### src/hdl/csf_pkg.sv
// ----------------------------------------------------------------
// shared constants of the synchronized merge forwarder
// ----------------------------------------------------------------
package csf_pkg;
	// register offsets
	localparam logic [7:0] A_GEN = 8'h02; // general_output_config
	localparam logic [7:0] A_FWD_MAP = 8'h20; // forward_port_map_control
	localparam logic [7:0] A_FWD_MODE = 8'h21; // forward_mode_control
	localparam logic [7:0] A_STATUS = 8'h23; // forward sync status
	localparam logic [7:0] A_PORT_SEL = 8'h32; // transmit_port_select
	localparam logic [7:0] A_TX_CTL = 8'h33; // transmitter_control
	localparam logic [7:0] A_DATA_ID = 8'h70; // per-port data identifier, 0x70..0x73
	// reset values
	localparam logic [7:0] RST_GEN = 8'h00;
	localparam logic [7:0] RST_FWD_MAP = 8'h0F;
	localparam logic [7:0] RST_FWD_MODE = 8'h00;
	localparam logic [7:0] RST_PORT_SEL = 8'h00;
	localparam logic [7:0] RST_TX_CTL = 8'h00;
	localparam logic [7:0] RST_DATA_ID = 8'h00;
	// field positions
	localparam int GEN_OEN_BIT = 0; // output_enable_bit
	localparam int GEN_OSS_BIT = 1; // output_sleep_state_select
	localparam int MAP_DIS_LSB = 0; // per_port_forward_disable [3:0]
	localparam int MAP_SEL_LSB = 4; // transmitter mapping [7:4]
	localparam int MODE_SYNC_LSB = 2; // synchronized_forward_select [5:2]
	localparam int TX_EN_BIT = 0;
	localparam int TX_CCLK_BIT = 1;
	localparam int TX_LANE_LSB = 4; // lane count code [5:4]
	localparam int PSEL_TX_BIT = 0;
	localparam int STAT_SYNC_BIT = 0;
	localparam int STAT_LOSS_BIT = 1;
	localparam int ID_VC_LSB = 6;
	// synchronized mode codes in [5:2]
	localparam logic [3:0] SYNC_BASIC = 4'h5;
	localparam logic [3:0] SYNC_ILV = 4'hA;
	localparam logic [3:0] SYNC_CAT = 4'hF;
	localparam logic [1:0] LANES_FOUR = 2'h0;
	localparam logic TX_INDEX = 1'b0; // mapping value of this transmitter
	// packet kinds at the receive buffers
	localparam logic [1:0] KIND_FS = 2'h0;
	localparam logic [1:0] KIND_FE = 2'h1;
	localparam logic [1:0] KIND_LINE = 2'h2;
	// data types of short packets
	localparam logic [5:0] DT_FS = 6'h00;
	localparam logic [5:0] DT_FE = 6'h01;
	// packet checksum and header code
	localparam logic [15:0] CRC_POLY = 16'h8408;
	localparam logic [15:0] CRC_INIT = 16'hFFFF;
	localparam logic [5:0][23:0] ECC_MASK = {24'hEFFC00, 24'hDF03F0, 24'hB8E38E,
		24'h749A6D, 24'hF2555B, 24'hF12CB7};
	// engine states
	typedef enum logic [4:0] {
		ST_HUNT = 5'h01,
		ST_PICK = 5'h02,
		ST_HDR = 5'h04,
		ST_PAY = 5'h08,
		ST_CRC = 5'h10
	} csf_state_t;
endpackage : csf_pkg

### src/hdl/csf_pair_buf.sv
`timescale 1ns/100ps
`default_nettype none
// ----------------------------------------------------------------
// two-entry buffer between engine and transmitter
// ----------------------------------------------------------------
module csf_pair_buf #(
	parameter int W = 9
) (
	input wire logic sys_clk,
	input wire logic rstn,
	input wire logic in_valid,
	output logic in_ready,
	input wire logic [W-1:0] in_data,
	output logic out_valid,
	input wire logic out_ready,
	output logic [W-1:0] out_data
);
	logic [W-1:0] mem_r [2]; // storage words
	logic wp_r; // write slot
	logic rp_r; // read slot
	logic [1:0] cnt_r; // words held
	logic wr_go;
	logic rd_go;

	assign in_ready = (cnt_r != 2'h2);
	assign out_valid = (cnt_r != 2'h0);
	assign out_data = mem_r[rp_r];
	assign wr_go = in_valid && in_ready;
	assign rd_go = out_valid && out_ready;

	// storage write
	always_ff @(posedge sys_clk or negedge rstn) begin
		if (!rstn) begin
			mem_r[0] <= '0;
			mem_r[1] <= '0;
		end else if (wr_go) begin
			mem_r[wp_r] <= in_data;
		end
	end

	// pointers and fill count
	always_ff @(posedge sys_clk or negedge rstn) begin
		if (!rstn) begin
			wp_r <= 1'b0;
			rp_r <= 1'b0;
			cnt_r <= 2'h0;
		end else begin
			if (wr_go) wp_r <= ~wp_r;
			if (rd_go) rp_r <= ~rp_r;
			cnt_r <= cnt_r + {1'b0, wr_go} - {1'b0, rd_go};
		end
	end
endmodule : csf_pair_buf
`default_nettype wire

### src/hdl/csf_forwarder.sv
// Summary of operation
// - merged modes: one FS/FE, others dropped
// - interleave: each line own packet, port order
// - concatenate: same-index lines into one packet
// - concatenated header length and checksum rewritten
// - concatenate: channel of lowest forwarded port
// - concatenate bytewise, no padding between lines
// - sleep select zero: lanes drive HS-0
// - sleep select one, enable zero: hi-Z
// - power-down low: pins hi-Z always
// - both bits set: hi-Z idle, valid active
// - output active when mapped port locked
// - 0x14 in mode register: basic synchronized
// - 0x28 in mode register: line interleaving
// - 0x00 in port map clears disables
// - data id: channel top two, type low six
// - 0x01 in transmitter control: on, four lanes
// - port select gates transmitter register writes
// - sync loss: discard, resync at FS, flag
`timescale 1ns/100ps
`default_nettype none
module csf_forwarder (
	input wire logic sys_clk,
	input wire logic rstn,
	input wire logic power_down_input,
	input wire logic [3:0] rx_lock,
	input wire logic reg_wr,
	input wire logic reg_rd,
	input wire logic [7:0] reg_addr,
	input wire logic [7:0] reg_wdata,
	output logic [7:0] reg_rdata,
	input wire logic [3:0] rx_valid,
	output logic [3:0] rx_ready,
	input wire logic [7:0] rx_kind,
	input wire logic [63:0] rx_wc,
	input wire logic [31:0] rx_data,
	input wire logic [3:0] rx_last,
	output logic tx_valid,
	input wire logic tx_ready,
	output logic [7:0] tx_data,
	output logic tx_last,
	output logic csi_lane_oe,
	output logic csi_hs_zero,
	output logic csi_tx_active,
	output logic tx_cont_clk,
	output logic [1:0] tx_lanes
);
	// ----------------------------------------------------------------
	// helpers
	// ----------------------------------------------------------------
	function automatic logic [1:0] low_port(input logic [3:0] m);
		low_port = 2'h0;
		for (int i = 3; i >= 0; i--) if (m[i]) low_port = 2'(i);
	endfunction : low_port

	function automatic logic [1:0] high_port(input logic [3:0] m);
		high_port = 2'h0;
		for (int i = 0; i < 4; i++) if (m[i]) high_port = 2'(i);
	endfunction : high_port

	function automatic logic [1:0] next_port(input logic [3:0] m, input logic [1:0] c);
		next_port = c;
		for (int i = 3; i >= 0; i--) if (m[i] && 2'(i) > c) next_port = 2'(i);
	endfunction : next_port

	function automatic logic [15:0] crc_byte(input logic [15:0] c, input logic [7:0] d);
		crc_byte = c;
		for (int i = 0; i < 8; i++) begin
			crc_byte = (crc_byte[0] ^ d[i]) ? ((crc_byte >> 1) ^ csf_pkg::CRC_POLY) : (crc_byte >> 1);
		end
	endfunction : crc_byte

	function automatic logic [7:0] hdr_ecc(input logic [23:0] h);
		hdr_ecc = 8'h00;
		for (int k = 0; k < 6; k++) hdr_ecc[k] = ^(h & csf_pkg::ECC_MASK[k]);
	endfunction : hdr_ecc

	// ----------------------------------------------------------------
	// pin synchronisers
	// ----------------------------------------------------------------
	logic pd_s1, pd_s2; // power-down level
	logic [3:0] lock_s1, lock_s2; // receive lock levels

	// two stages before any use
	always_ff @(posedge sys_clk or negedge rstn) begin
		if (!rstn) begin
			pd_s1 <= 1'b0;
			pd_s2 <= 1'b0;
			lock_s1 <= 4'h0;
			lock_s2 <= 4'h0;
		end else begin
			pd_s1 <= power_down_input;
			pd_s2 <= pd_s1;
			lock_s1 <= rx_lock;
			lock_s2 <= lock_s1;
		end
	end

	// ----------------------------------------------------------------
	// registers
	// ----------------------------------------------------------------
	logic [7:0] gen_r, map_r, mode_r, psel_r, txc_r; // control registers
	logic [3:0][7:0] id_r; // per-port data identifiers
	logic synced_r; // engine in sync
	logic loss_r; // sticky sync loss
	logic [7:0] rd_mux;
	logic stat_rd; // status read strobe
	logic lose; // sync failure event

	// software writes
	always_ff @(posedge sys_clk or negedge rstn) begin
		if (!rstn) begin
			gen_r <= csf_pkg::RST_GEN;
			map_r <= csf_pkg::RST_FWD_MAP;
			mode_r <= csf_pkg::RST_FWD_MODE;
			psel_r <= csf_pkg::RST_PORT_SEL;
			txc_r <= csf_pkg::RST_TX_CTL;
			id_r <= {4{csf_pkg::RST_DATA_ID}};
		end else if (reg_wr) begin
			case (reg_addr)
				csf_pkg::A_GEN: gen_r <= reg_wdata;
				csf_pkg::A_FWD_MAP: map_r <= reg_wdata;
				csf_pkg::A_FWD_MODE: mode_r <= reg_wdata;
				csf_pkg::A_PORT_SEL: psel_r <= reg_wdata;
				csf_pkg::A_TX_CTL: if (psel_r[csf_pkg::PSEL_TX_BIT]) txc_r <= reg_wdata;
				default: if (reg_addr[7:2] == csf_pkg::A_DATA_ID[7:2]) id_r[reg_addr[1:0]] <= reg_wdata;
			endcase
		end
	end

	// read data select
	always_comb begin
		rd_mux = 8'h00;
		case (reg_addr)
			csf_pkg::A_GEN: rd_mux = gen_r;
			csf_pkg::A_FWD_MAP: rd_mux = map_r;
			csf_pkg::A_FWD_MODE: rd_mux = mode_r;
			csf_pkg::A_STATUS: rd_mux = {6'h00, loss_r, synced_r};
			csf_pkg::A_PORT_SEL: rd_mux = psel_r;
			csf_pkg::A_TX_CTL: rd_mux = txc_r;
			default: if (reg_addr[7:2] == csf_pkg::A_DATA_ID[7:2]) rd_mux = id_r[reg_addr[1:0]];
		endcase
	end

	// registered read port
	always_ff @(posedge sys_clk or negedge rstn) begin
		if (!rstn) reg_rdata <= 8'h00;
		else if (reg_rd) reg_rdata <= rd_mux;
	end

	assign stat_rd = reg_rd && (reg_addr == csf_pkg::A_STATUS);

	// sticky loss: a new loss beats the read clear
	always_ff @(posedge sys_clk or negedge rstn) begin
		if (!rstn) loss_r <= 1'b0;
		else if (lose) loss_r <= 1'b1;
		else if (stat_rd) loss_r <= 1'b0;
	end

	// ----------------------------------------------------------------
	// forwarding set and mode decode
	// ----------------------------------------------------------------
	logic [3:0] fwd; // ports forwarded here
	logic [3:0] mapped; // ports mapped here
	logic [3:0] fs_head; // head is frame start
	logic [3:0] sync_mode;
	logic merged, concat, engine_on;
	logic [1:0] first_p, last_p;
	logic lock_any;
	logic [15:0] cat_wc; // joined line length

	for (genvar p = 0; p < 4; p++) begin : g_port
		assign mapped[p] = (map_r[csf_pkg::MAP_SEL_LSB + p] == csf_pkg::TX_INDEX);
		assign fwd[p] = mapped[p] && !map_r[csf_pkg::MAP_DIS_LSB + p];
		assign fs_head[p] = rx_valid[p] && (rx_kind[2*p +: 2] == csf_pkg::KIND_FS);
	end

	assign sync_mode = mode_r[csf_pkg::MODE_SYNC_LSB +: 4];
	assign merged = (sync_mode == csf_pkg::SYNC_ILV) || (sync_mode == csf_pkg::SYNC_CAT);
	assign concat = (sync_mode == csf_pkg::SYNC_CAT);
	assign engine_on = (merged || sync_mode == csf_pkg::SYNC_BASIC) && txc_r[csf_pkg::TX_EN_BIT] && (|fwd);
	assign first_p = low_port(fwd);
	assign last_p = high_port(fwd);
	assign lock_any = |(lock_s2 & mapped);

	// total length of the joined line
	always_comb begin
		cat_wc = 16'h0000;
		for (int p = 0; p < 4; p++) if (fwd[p]) cat_wc = cat_wc + rx_wc[16*p +: 16];
	end

	// ----------------------------------------------------------------
	// forwarding engine
	// ----------------------------------------------------------------
	csf_pkg::csf_state_t state_r;
	logic [1:0] cur_r; // port being served
	logic [1:0] kind_r; // round kind: FS, line or FE
	logic [1:0] bcnt_r; // byte within header or footer
	logic [31:0] hdr_r; // header bytes, first in low byte
	logic [15:0] crc_r; // running payload checksum
	logic hv, hl;
	logic [1:0] hk;
	logic [15:0] hwc;
	logic [7:0] hd;
	logic [1:0] id_p; // port giving channel and type
	logic [7:0] di;
	logic [15:0] wc;
	logic start, fe_turn, to_hdr, to_pay, adv, pay_end;
	logic push_v, buf_ready, b_valid, b_ready;
	logic [8:0] push_d, b_data;

	assign hv = rx_valid[cur_r];
	assign hl = rx_last[cur_r];
	assign hk = rx_kind[{cur_r, 1'b0} +: 2];
	assign hwc = rx_wc[{cur_r, 4'h0} +: 16];
	assign hd = rx_data[{cur_r, 3'h0} +: 8];
	assign id_p = concat ? first_p : cur_r;

	// header of the packet about to start
	always_comb begin
		di = {id_r[id_p][7:csf_pkg::ID_VC_LSB], id_r[id_p][5:0]};
		wc = concat ? cat_wc : hwc;
		if (kind_r == csf_pkg::KIND_FS) di[5:0] = csf_pkg::DT_FS;
		if (kind_r == csf_pkg::KIND_FE) di[5:0] = csf_pkg::DT_FE;
		if (kind_r != csf_pkg::KIND_LINE) wc = 16'h0000;
	end

	// handshakes and engine events
	always_comb begin
		rx_ready = 4'h0;
		push_v = 1'b0;
		push_d = 9'h000;
		start = 1'b0;
		fe_turn = 1'b0;
		to_hdr = 1'b0;
		to_pay = 1'b0;
		adv = 1'b0;
		pay_end = 1'b0;
		lose = 1'b0;
		case (state_r)
			csf_pkg::ST_HUNT: begin
				// discard everything but waiting frame starts
				rx_ready = rx_valid & ~(fs_head & fwd & {4{engine_on}});
				start = engine_on && (&(fs_head | ~fwd));
			end
			csf_pkg::ST_PICK: if (hv) begin
				if (kind_r == csf_pkg::KIND_LINE && hk == csf_pkg::KIND_FE && cur_r == first_p) fe_turn = 1'b1;
				else if (hk != kind_r) lose = 1'b1;
				else if (hk == csf_pkg::KIND_LINE) begin
					to_pay = concat && (cur_r != first_p);
					to_hdr = !to_pay;
				end else if (!merged || cur_r == first_p) to_hdr = 1'b1;
				else begin
					rx_ready[cur_r] = 1'b1;
					adv = 1'b1;
				end
			end
			csf_pkg::ST_HDR: begin
				push_v = 1'b1;
				push_d = {(bcnt_r == 2'h3) && (kind_r != csf_pkg::KIND_LINE), hdr_r[{bcnt_r, 3'h0} +: 8]};
				if (buf_ready && bcnt_r == 2'h3 && kind_r != csf_pkg::KIND_LINE) begin
					rx_ready[cur_r] = 1'b1;
					adv = 1'b1;
				end
			end
			csf_pkg::ST_PAY: begin
				push_v = hv;
				push_d = {1'b0, hd};
				rx_ready[cur_r] = buf_ready;
				pay_end = hv && buf_ready && hl;
				adv = pay_end && concat && (cur_r != last_p);
			end
			csf_pkg::ST_CRC: begin
				push_v = 1'b1;
				push_d = {bcnt_r[0], bcnt_r[0] ? crc_r[15:8] : crc_r[7:0]};
				adv = buf_ready && bcnt_r[0];
			end
			default: rx_ready = 4'h0;
		endcase
	end

	// engine state
	always_ff @(posedge sys_clk or negedge rstn) begin
		if (!rstn) begin
			state_r <= csf_pkg::ST_HUNT;
			cur_r <= 2'h0;
			kind_r <= csf_pkg::KIND_FS;
			bcnt_r <= 2'h0;
			hdr_r <= 32'h0000_0000;
		end else if (!engine_on || lose) begin
			state_r <= csf_pkg::ST_HUNT;
		end else begin
			case (state_r)
				csf_pkg::ST_HUNT: if (start) begin
					state_r <= csf_pkg::ST_PICK;
					cur_r <= first_p;
					kind_r <= csf_pkg::KIND_FS;
				end
				csf_pkg::ST_PICK: begin
					if (fe_turn) kind_r <= csf_pkg::KIND_FE;
					if (to_pay) state_r <= csf_pkg::ST_PAY;
					if (to_hdr) begin
						state_r <= csf_pkg::ST_HDR;
						bcnt_r <= 2'h0;
						hdr_r <= {hdr_ecc({wc, di}), wc, di};
					end
				end
				csf_pkg::ST_HDR: if (buf_ready) begin
					bcnt_r <= bcnt_r + 2'h1;
					if (bcnt_r == 2'h3 && kind_r == csf_pkg::KIND_LINE) state_r <= csf_pkg::ST_PAY;
				end
				csf_pkg::ST_PAY: if (pay_end && !adv) begin
					state_r <= csf_pkg::ST_CRC;
					bcnt_r <= 2'h0;
				end
				csf_pkg::ST_CRC: if (buf_ready) bcnt_r <= bcnt_r + 2'h1;
				default: state_r <= csf_pkg::ST_HUNT;
			endcase
			// step to the next forwarded port, or finish the round
			if (adv) begin
				state_r <= csf_pkg::ST_PICK;
				cur_r <= next_port(fwd, cur_r);
				if (cur_r == last_p) begin
					cur_r <= first_p;
					kind_r <= csf_pkg::KIND_LINE;
					if (kind_r == csf_pkg::KIND_FE) state_r <= csf_pkg::ST_HUNT;
				end
			end
		end
	end

	// payload checksum, restarted by each line header
	always_ff @(posedge sys_clk or negedge rstn) begin
		if (!rstn) crc_r <= csf_pkg::CRC_INIT;
		else if (to_hdr) crc_r <= csf_pkg::CRC_INIT;
		else if (state_r == csf_pkg::ST_PAY && hv && buf_ready) crc_r <= crc_byte(crc_r, hd);
	end

	// sync status
	always_ff @(posedge sys_clk or negedge rstn) begin
		if (!rstn) synced_r <= 1'b0;
		else if (!engine_on || lose) synced_r <= 1'b0;
		else if (start) synced_r <= 1'b1;
	end

	// ----------------------------------------------------------------
	// output buffer and lane state
	// ----------------------------------------------------------------
	csf_pair_buf #(.W(9)) u_buf (
		.sys_clk(sys_clk),
		.rstn(rstn),
		.in_valid(push_v),
		.in_ready(buf_ready),
		.in_data(push_d),
		.out_valid(b_valid),
		.out_ready(b_ready),
		.out_data(b_data)
	);

	assign tx_valid = b_valid && csi_tx_active;
	assign b_ready = tx_ready && csi_tx_active;
	assign tx_data = b_data[7:0];
	assign tx_last = b_data[8];
	assign tx_cont_clk = txc_r[csf_pkg::TX_CCLK_BIT];
	assign tx_lanes = txc_r[csf_pkg::TX_LANE_LSB +: 2];

	// lane drive state from power, sleep select, enable, lock
	always_ff @(posedge sys_clk or negedge rstn) begin
		if (!rstn) begin
			csi_lane_oe <= 1'b0;
			csi_hs_zero <= 1'b0;
			csi_tx_active <= 1'b0;
		end else if (!pd_s2) begin
			csi_lane_oe <= 1'b0;
			csi_hs_zero <= 1'b0;
			csi_tx_active <= 1'b0;
		end else if (!gen_r[csf_pkg::GEN_OSS_BIT]) begin
			csi_lane_oe <= 1'b1;
			csi_hs_zero <= 1'b1;
			csi_tx_active <= 1'b0;
		end else begin
			csi_lane_oe <= gen_r[csf_pkg::GEN_OEN_BIT] && lock_any;
			csi_hs_zero <= 1'b0;
			csi_tx_active <= gen_r[csf_pkg::GEN_OEN_BIT] && lock_any;
		end
	end
endmodule : csf_forwarder
`default_nettype wire

### config.mk
export PLATFORM = sky130hd
export DESIGN_NAME = csf_forwarder
export DESIGN_NICKNAME = d
export VERILOG_FILES = /design/src/hdl/csf_pkg.sv /design/src/hdl/csf_pair_buf.sv /design/src/hdl/csf_forwarder.sv
export SDC_FILE = /design/constraint.sdc
export NUM_CORES = 1
export LEC_CHECK = 0
export BUFFER_PORTS_ARGS = -buffer_cell sky130_fd_sc_hd__buf_2
export CAP_MARGIN = 10
export CORE_MARGIN = 2
export CORE_UTILIZATION = 35
export DETAILED_ROUTE_END_ITERATION = 8
export SYNTH_ARGS = -nofsm -noshare
export SYNTH_HDL_FRONTEND = slang
export SYNTH_SLANG_ARGS = --single-unit
### constraint.sdc
create_clock -name sys_clk -period 19.5 [get_ports sys_clk]
set_clock_uncertainty 0.15 [all_clocks]
set_input_delay 0 -clock sys_clk [delete_from_list [all_inputs] [get_ports sys_clk]]
set_output_delay 0 -clock sys_clk [all_outputs]
set_load 0.01 [all_outputs]
After elaboration in Yosys (flattened, before gate mapping). Cells that the tools add are included.

Register bits: 174. Bits in latches: 0. RAM bits: 0. Memory bits (read-only): 0. Input port bits: 138. Output and inout port bits: 28. Memories kept: 0.

Add/subtract/negate cells: 6. Multipliers: 0. Divide/modulo/power cells: 0. $lt $le $gt $ge: 12. Eq/ne operators: 37. Shifts and indexed selects: 4. Mux-type cells: 122. Bitwise logic cells: 34. Reduce and logical (&&, ||, !) cells: 84.

Operators with widths (number): two-way mux 16 bit (16); XOR reduction 24 bit (6); indexed part select 32 x 6 -> 8 bit (2); indexed part select 64 x 7 -> 16 bit (1); adder 16 bit (3); two-way mux 2 bit (24); one-hot mux 8 bit (6 select lines) (1); equality test 8 x 6 -> 1 bit (second input constant) (5); two-way mux 1 bit (40); two-way mux 5 bit (8); two-way mux 8 bit (5); logical AND 1 bit (39); two-way mux 9 bit (4); binary-select mux 8 bit (select 2 bit) (2); bitwise mux 32 bit (1); one-hot mux 9 bit (3 select lines) (1); one-hot mux 5 bit (5 select lines) (1); two-way mux 4 bit (6); inverter 2 -> 3 bit (8); bitwise AND 4 bit (5); bitwise mux 18 bit (1); demux 8 bit (select 2 bit) (1); != test 4 bit (second input constant) (4); one-hot mux 4 bit (4 select lines) (1); 54 further kinds (114).

Depth between registers and ports, before layout.
Word-level depth: 20. Mapped depth: 35. Depth with buffers taken out: 32.

By module. From an unflattened synthesis, not the netlist that was laid out.

Cell total of the unflattened synthesis: 1410. Area, all modules: 13605.5 um^2.

Modules (own cells, without submodules): csf_forwarder (instances 1, cells an instance 1340, area an instance 12603.3 um^2); csf_pair_buf (instances 1, cells an instance 70, area an instance 1002.2 um^2).

Worst setup path before layout. Ideal clock, no wire load.

Kind: reg2reg. Start point: reg map_r[0]. End point: reg hdr_r[25]. Data arrival time: 7.024 ns. Required time: 19.225 ns. Slack: 12.201 ns. Stages on the path, launching flop included: 33. Clock period less this slack: 7.299 ns. Cells stage by stage: dfstp_2 -> nor2_2 -> buf_2 -> clkbuf_1 -> nand2_1 -> inv_1 -> ha_1 -> fa_1 -> maj3_2 -> a41o_1 -> a21o_4 -> xor2_1 -> a21oi_1 -> inv_1 -> ha_1 -> a21oi_1 -> o211ai_1 -> a31oi_1 -> xor2_1 -> o32a_1 -> nand3_1 -> ha_1 -> and3_1 -> nand2_1 -> a211oi_1 -> o21ai_2 -> a2111o_1 -> a211oi_4 -> xor2_2 -> xnor2_1 -> xnor3_1 -> xnor3_1 -> mux2_2.

Word-level cells in the longest chain between the ends: 12. Elaborated cells between the ends (all ways): 39.

Ends and longest elaborated chain: start, declared (RTL line csf_forwarder.sv:102) `logic [7:0] gen_r, map_r, mode_r, psel_r, txc_r;`; start signal, assigned (RTL line csf_forwarder.sv:114) `map_r <= csf_pkg::RST_FWD_MAP;`; start signal, assigned (RTL line csf_forwarder.sv:122) `csf_pkg::A_FWD_MAP: map_r <= reg_wdata;`; logical NOT 1 bit (*) (RTL line csf_forwarder.sv:174) `assign fwd[p] = mapped[p] && !map_r[csf_pkg::MAP_DIS_LSB + p];`; logical AND 1 bit (*) (RTL line csf_forwarder.sv:174); two-way mux 16 bit / two-way mux 2 bit (equally long branches) (RTL line csf_forwarder.sv:189, csf_forwarder.sv:53); adder 16 bit (tied with other cells) (RTL line csf_forwarder.sv:189) `for (int p = 0; p < 4; p++) if (fwd[p]) cat_wc = cat_wc + rx_wc[16*p +: 16];`; two-way mux 16 bit (tied with other cells) (RTL line csf_forwarder.sv:189); adder 16 bit (tied with other cells) (RTL line csf_forwarder.sv:189); two-way mux 16 bit / two-way mux 1 bit (equally long branches) (RTL line csf_forwarder.sv:189, csf_forwarder.sv:249); adder 16 bit / two-way mux 1 bit (equally long branches) (RTL line csf_forwarder.sv:189, csf_forwarder.sv:248); two-way mux 16 bit / two-way mux 1 bit (equally long branches) (RTL line csf_forwarder.sv:189, csf_forwarder.sv:247); two-way mux 16 bit / two-way mux 1 bit (equally long branches) (RTL line csf_forwarder.sv:222, csf_forwarder.sv:246); two-way mux 16 bit / two-way mux 1 bit (equally long branches) (RTL line csf_forwarder.sv:225, csf_forwarder.sv:240); XOR reduction 24 bit / AND reduction 3 bit (equally long branches); end signal, assigned (RTL line csf_forwarder.sv:305) `hdr_r <= {hdr_ecc({wc, di}), wc, di};`; end, declared (RTL line csf_forwarder.sv:199) `logic [31:0] hdr_r;`.

Every way passes the cells marked *; elsewhere a longest branch is shown, timed or not. The select of a mux whose other input is x is not followed. A chain may end at the register's enable or synchronous reset.

Worst setup path after layout. Ends and elaborated chain as after synthesis.

==> metrics.txt <==
Critical Path Start Type flip-flop; cts bufs inserted 17; port bufs 165; CTS tree built; layout cell share with drive strength beyond 1 27.2%; Sink Count 174; Congestion Overflow GR 0; Avg Inst Size Synth 9.58 sq um; Initial Util 35.3%; area grow syn2layout 16.1%; routed vias/inst between 5 and 6; Post-DP HPWL 33.5 mm; Req. time, crit path 19.69 ns; highest-count cells in the layout ignoring fill and taps 176 x nand2_1, 164 x buf_2, 151 x dfrtp_1; P_int 711 uW; most common cell after layout, fill and taps aside nand2_1; total track usage 22.0%; Chip Height 201 um; maximum fanout along the worst path 24; CP Buf/Inv Count 3; sequential share of the synthesized area 32.3%; clk buf depth 2; Syn Inst Count 1416; Worst Path Arrival between 8 and 9 ns; detailed-route DRC error count 0; worst slew pin tran around 1.1 ns; I/O pin count about 170; Critical Path Max Stage Delay 0.62 ns; number of synthesized flops with an enable pin 0; Final nets 1753; Post CTS Setup Buffer Count 0; DRT Pass-1 Iters 5; Reg clk slew, reported paths about 0.070 ns; total negative setup slack 0 ns; #FFs+latches synth 174; NetSw 398 uW; Fin. Hold Viols 0; Sw Share 35.9%; Clk pwr share approximately a third; yosys synthesis warning count 0; worst skew pair latency 0.45 ns; P per Cell Area 70.5 mW/mm^2; final setup violation count 0; Mapped Area about 0.014 sq mm; Leak 0.00688 uW; VDD IR max 59.5 uV; Most used DFF post-synth dfrtp_1; nature of the critical path endpoint flip-flop; clock root cell clkbuf_16; largest net degree at the start of global routing 69; routed length per instance 21.0 um; class of the most critical setup path reg2reg; Max Freq ~130 MHz; final WL 44.1 mm; Post-synth ARST share between 90% and 100%; Rel. slew slack 28.0%; Core Box Area ~0.038 sq mm; Die Wd about 200 um; Placed Cells approximately 2000; Final period util 40.8%; vias in the first global route 11800; max-slew violations 0; syn_nets 1604; Critical path origin map_r[0]; first-pass GRT wire length between 60 and 70 mm; CP top delay family compound AO/OA/AOI/OAI gates; MaxCap Viol Count 0; crit-path most repeated cell ha_1; Comb pwr share 33.5%; RSZ-0062 raised after global routing no; hold crit path type in2async; distinct cell type count of the synthesized netlist 89; Die Area roughly 0.04 sq mm; via count 11900; ANT nets after route 0; Reg2Reg Launch Point map_r[0]; RePlAce Congestion around 0.92; CP max stage cell dfstp_2; Finished Layout Cells 2101; status finished, final reports clean; CTS H-tree depth 4; initial antenna violation count 5; fin crit period 7.95 ns; initial detailed-routing violation count 1008; site row count 72; Reg power frac 34.0%
[power by group through the flow]
| stage | Clock, uW | Combinational [uW] | Sequential [uW] |
|---|---|---|---|
| 5_1_grt | 379 | 415 | 379 |
| 2_1_floorplan | 0 | 265 | 382 |
| 4_1_cts | 366 | 367 | 377 |
| 3_5_place_dp | 0 | 361 | 384 |
| 3_3_place_gp | 0 | 357 | 384 |
| 6_report | 360 | 372 | 377 |
[synth_stat cells (37+ instances only)]
cell type / number / area [sq um]
mux4_2: 43 / 968
inv_1: 37 / 139
ha_1: 47 / 588
nand2_1: 176 / 661
a21oi_1: 57 / 285
o21ai_0: 64 / 320
xor2_1: 38 / 333
clkbuf_1: 53 / 199
mux2_2: 117 / 1320
xnor2_1: 57 / 499
dfrtp_1: 153 / 3830
nor2_1: 98 / 368
[kinds of logic (layout without fill, tap and decap cells)]
group / Yosys count / after routing / share of synthesized area, %
xor+xnor: 104 / 104 / 7.58
simple gates: 448 / 448 / 15.6
mux: 189 / 189 / 19.1
compound gates: 334 / 334 / 17.0
fa+ha+maj: 52 / 52 / 4.94
buf+inv: 115 / 277 / 3.44
other cells: 0 / 5 / 0
flops: 174 / 174 / 32.3
[sequential cells by signal (all words and copies together), names as in the netlist, 2 cells and up]
register,cells
reg_rdata,8
kind_r,2
psel_r,8
cur_r,2
crc_r,16
mode_r,8
lock_s2,4
state_r,5
hdr_r,30
u_buf.cnt_r,2
map_r,8
u_buf.mem_r,18
txc_r,8
id_r,32
bcnt_r,2
lock_s1,4
gen_r,8
[per-layer routing]
| metal | GRT usage [%] | vias up | wire, um | part of all wire [%] |
|---|---|---|---|---|
| li1 | - | 5543 | - | - |
| met1 | 30.0 | 5837 | 20000 | 45 |
| met2 | 34.9 | 429 | 20000 | 45 |
| met3 | 4.85 | 59 | 2940 | 6.7 |
| met4 | 6.51 | 4 | 1130 | 2.6 |
| met5 | 0 | - | 22 | 0.050 |
[through the flow]
| step | hold slack (ns) | cell area (sq um) | worst slack [ns] | power, uW | util [%] |
|---|---|---|---|---|---|
| finish | 0.0324 | 15700 | 11.55 | 1110 | 40.9 |
| global route | 0.0290 | 15700 | 10.95 | 1170 | 40.9 |
| CTS | 0.0169 | 15700 | 11.63 | 1110 | 40.9 |
| detailed placement | -0.218 | 14900 | 11.68 | 745 | 38.7 |
| global placement | -0.219 | 14900 | 11.92 | 741 | 38.7 |
| floorplan | -0.446 | 13600 | 12.20 | 647 | - |
[path summary, 6_finish.rpt]
check / cells past startpoint / to / slack (ns)
max: 31 / hdr_r[25] / 11.55
min in group sys_clk: 2 / pd_s1 / 0.04
min reg2reg: 0 / lock_s2[1] / 0.20
max in group asynchronous: 4 / map_r[6] / 17.45
max reg2reg: 31 / hdr_r[25] / 11.55
min: 2 / crc_r[7] / 0.03
[area by class of cell]
type                       instances  area (sq um)
antenna                            5          12.5
fill                            3816         22700
tap                              518           648
sequential                       174          4380
inverter                          37           139
clock buffer                      17           425
timing repair buffer             208          1220
multi-input combinational       1127          8720
clock inverter                    15           191
[repair_timing]
item | 4_1_cts | 5_1_grt
gates resized for setup | 0 | 0
hold endpoints to repair | 134 | 0
hold buffers | 22 | 0
No activity file was read; power rests on OpenSTA's default activity.
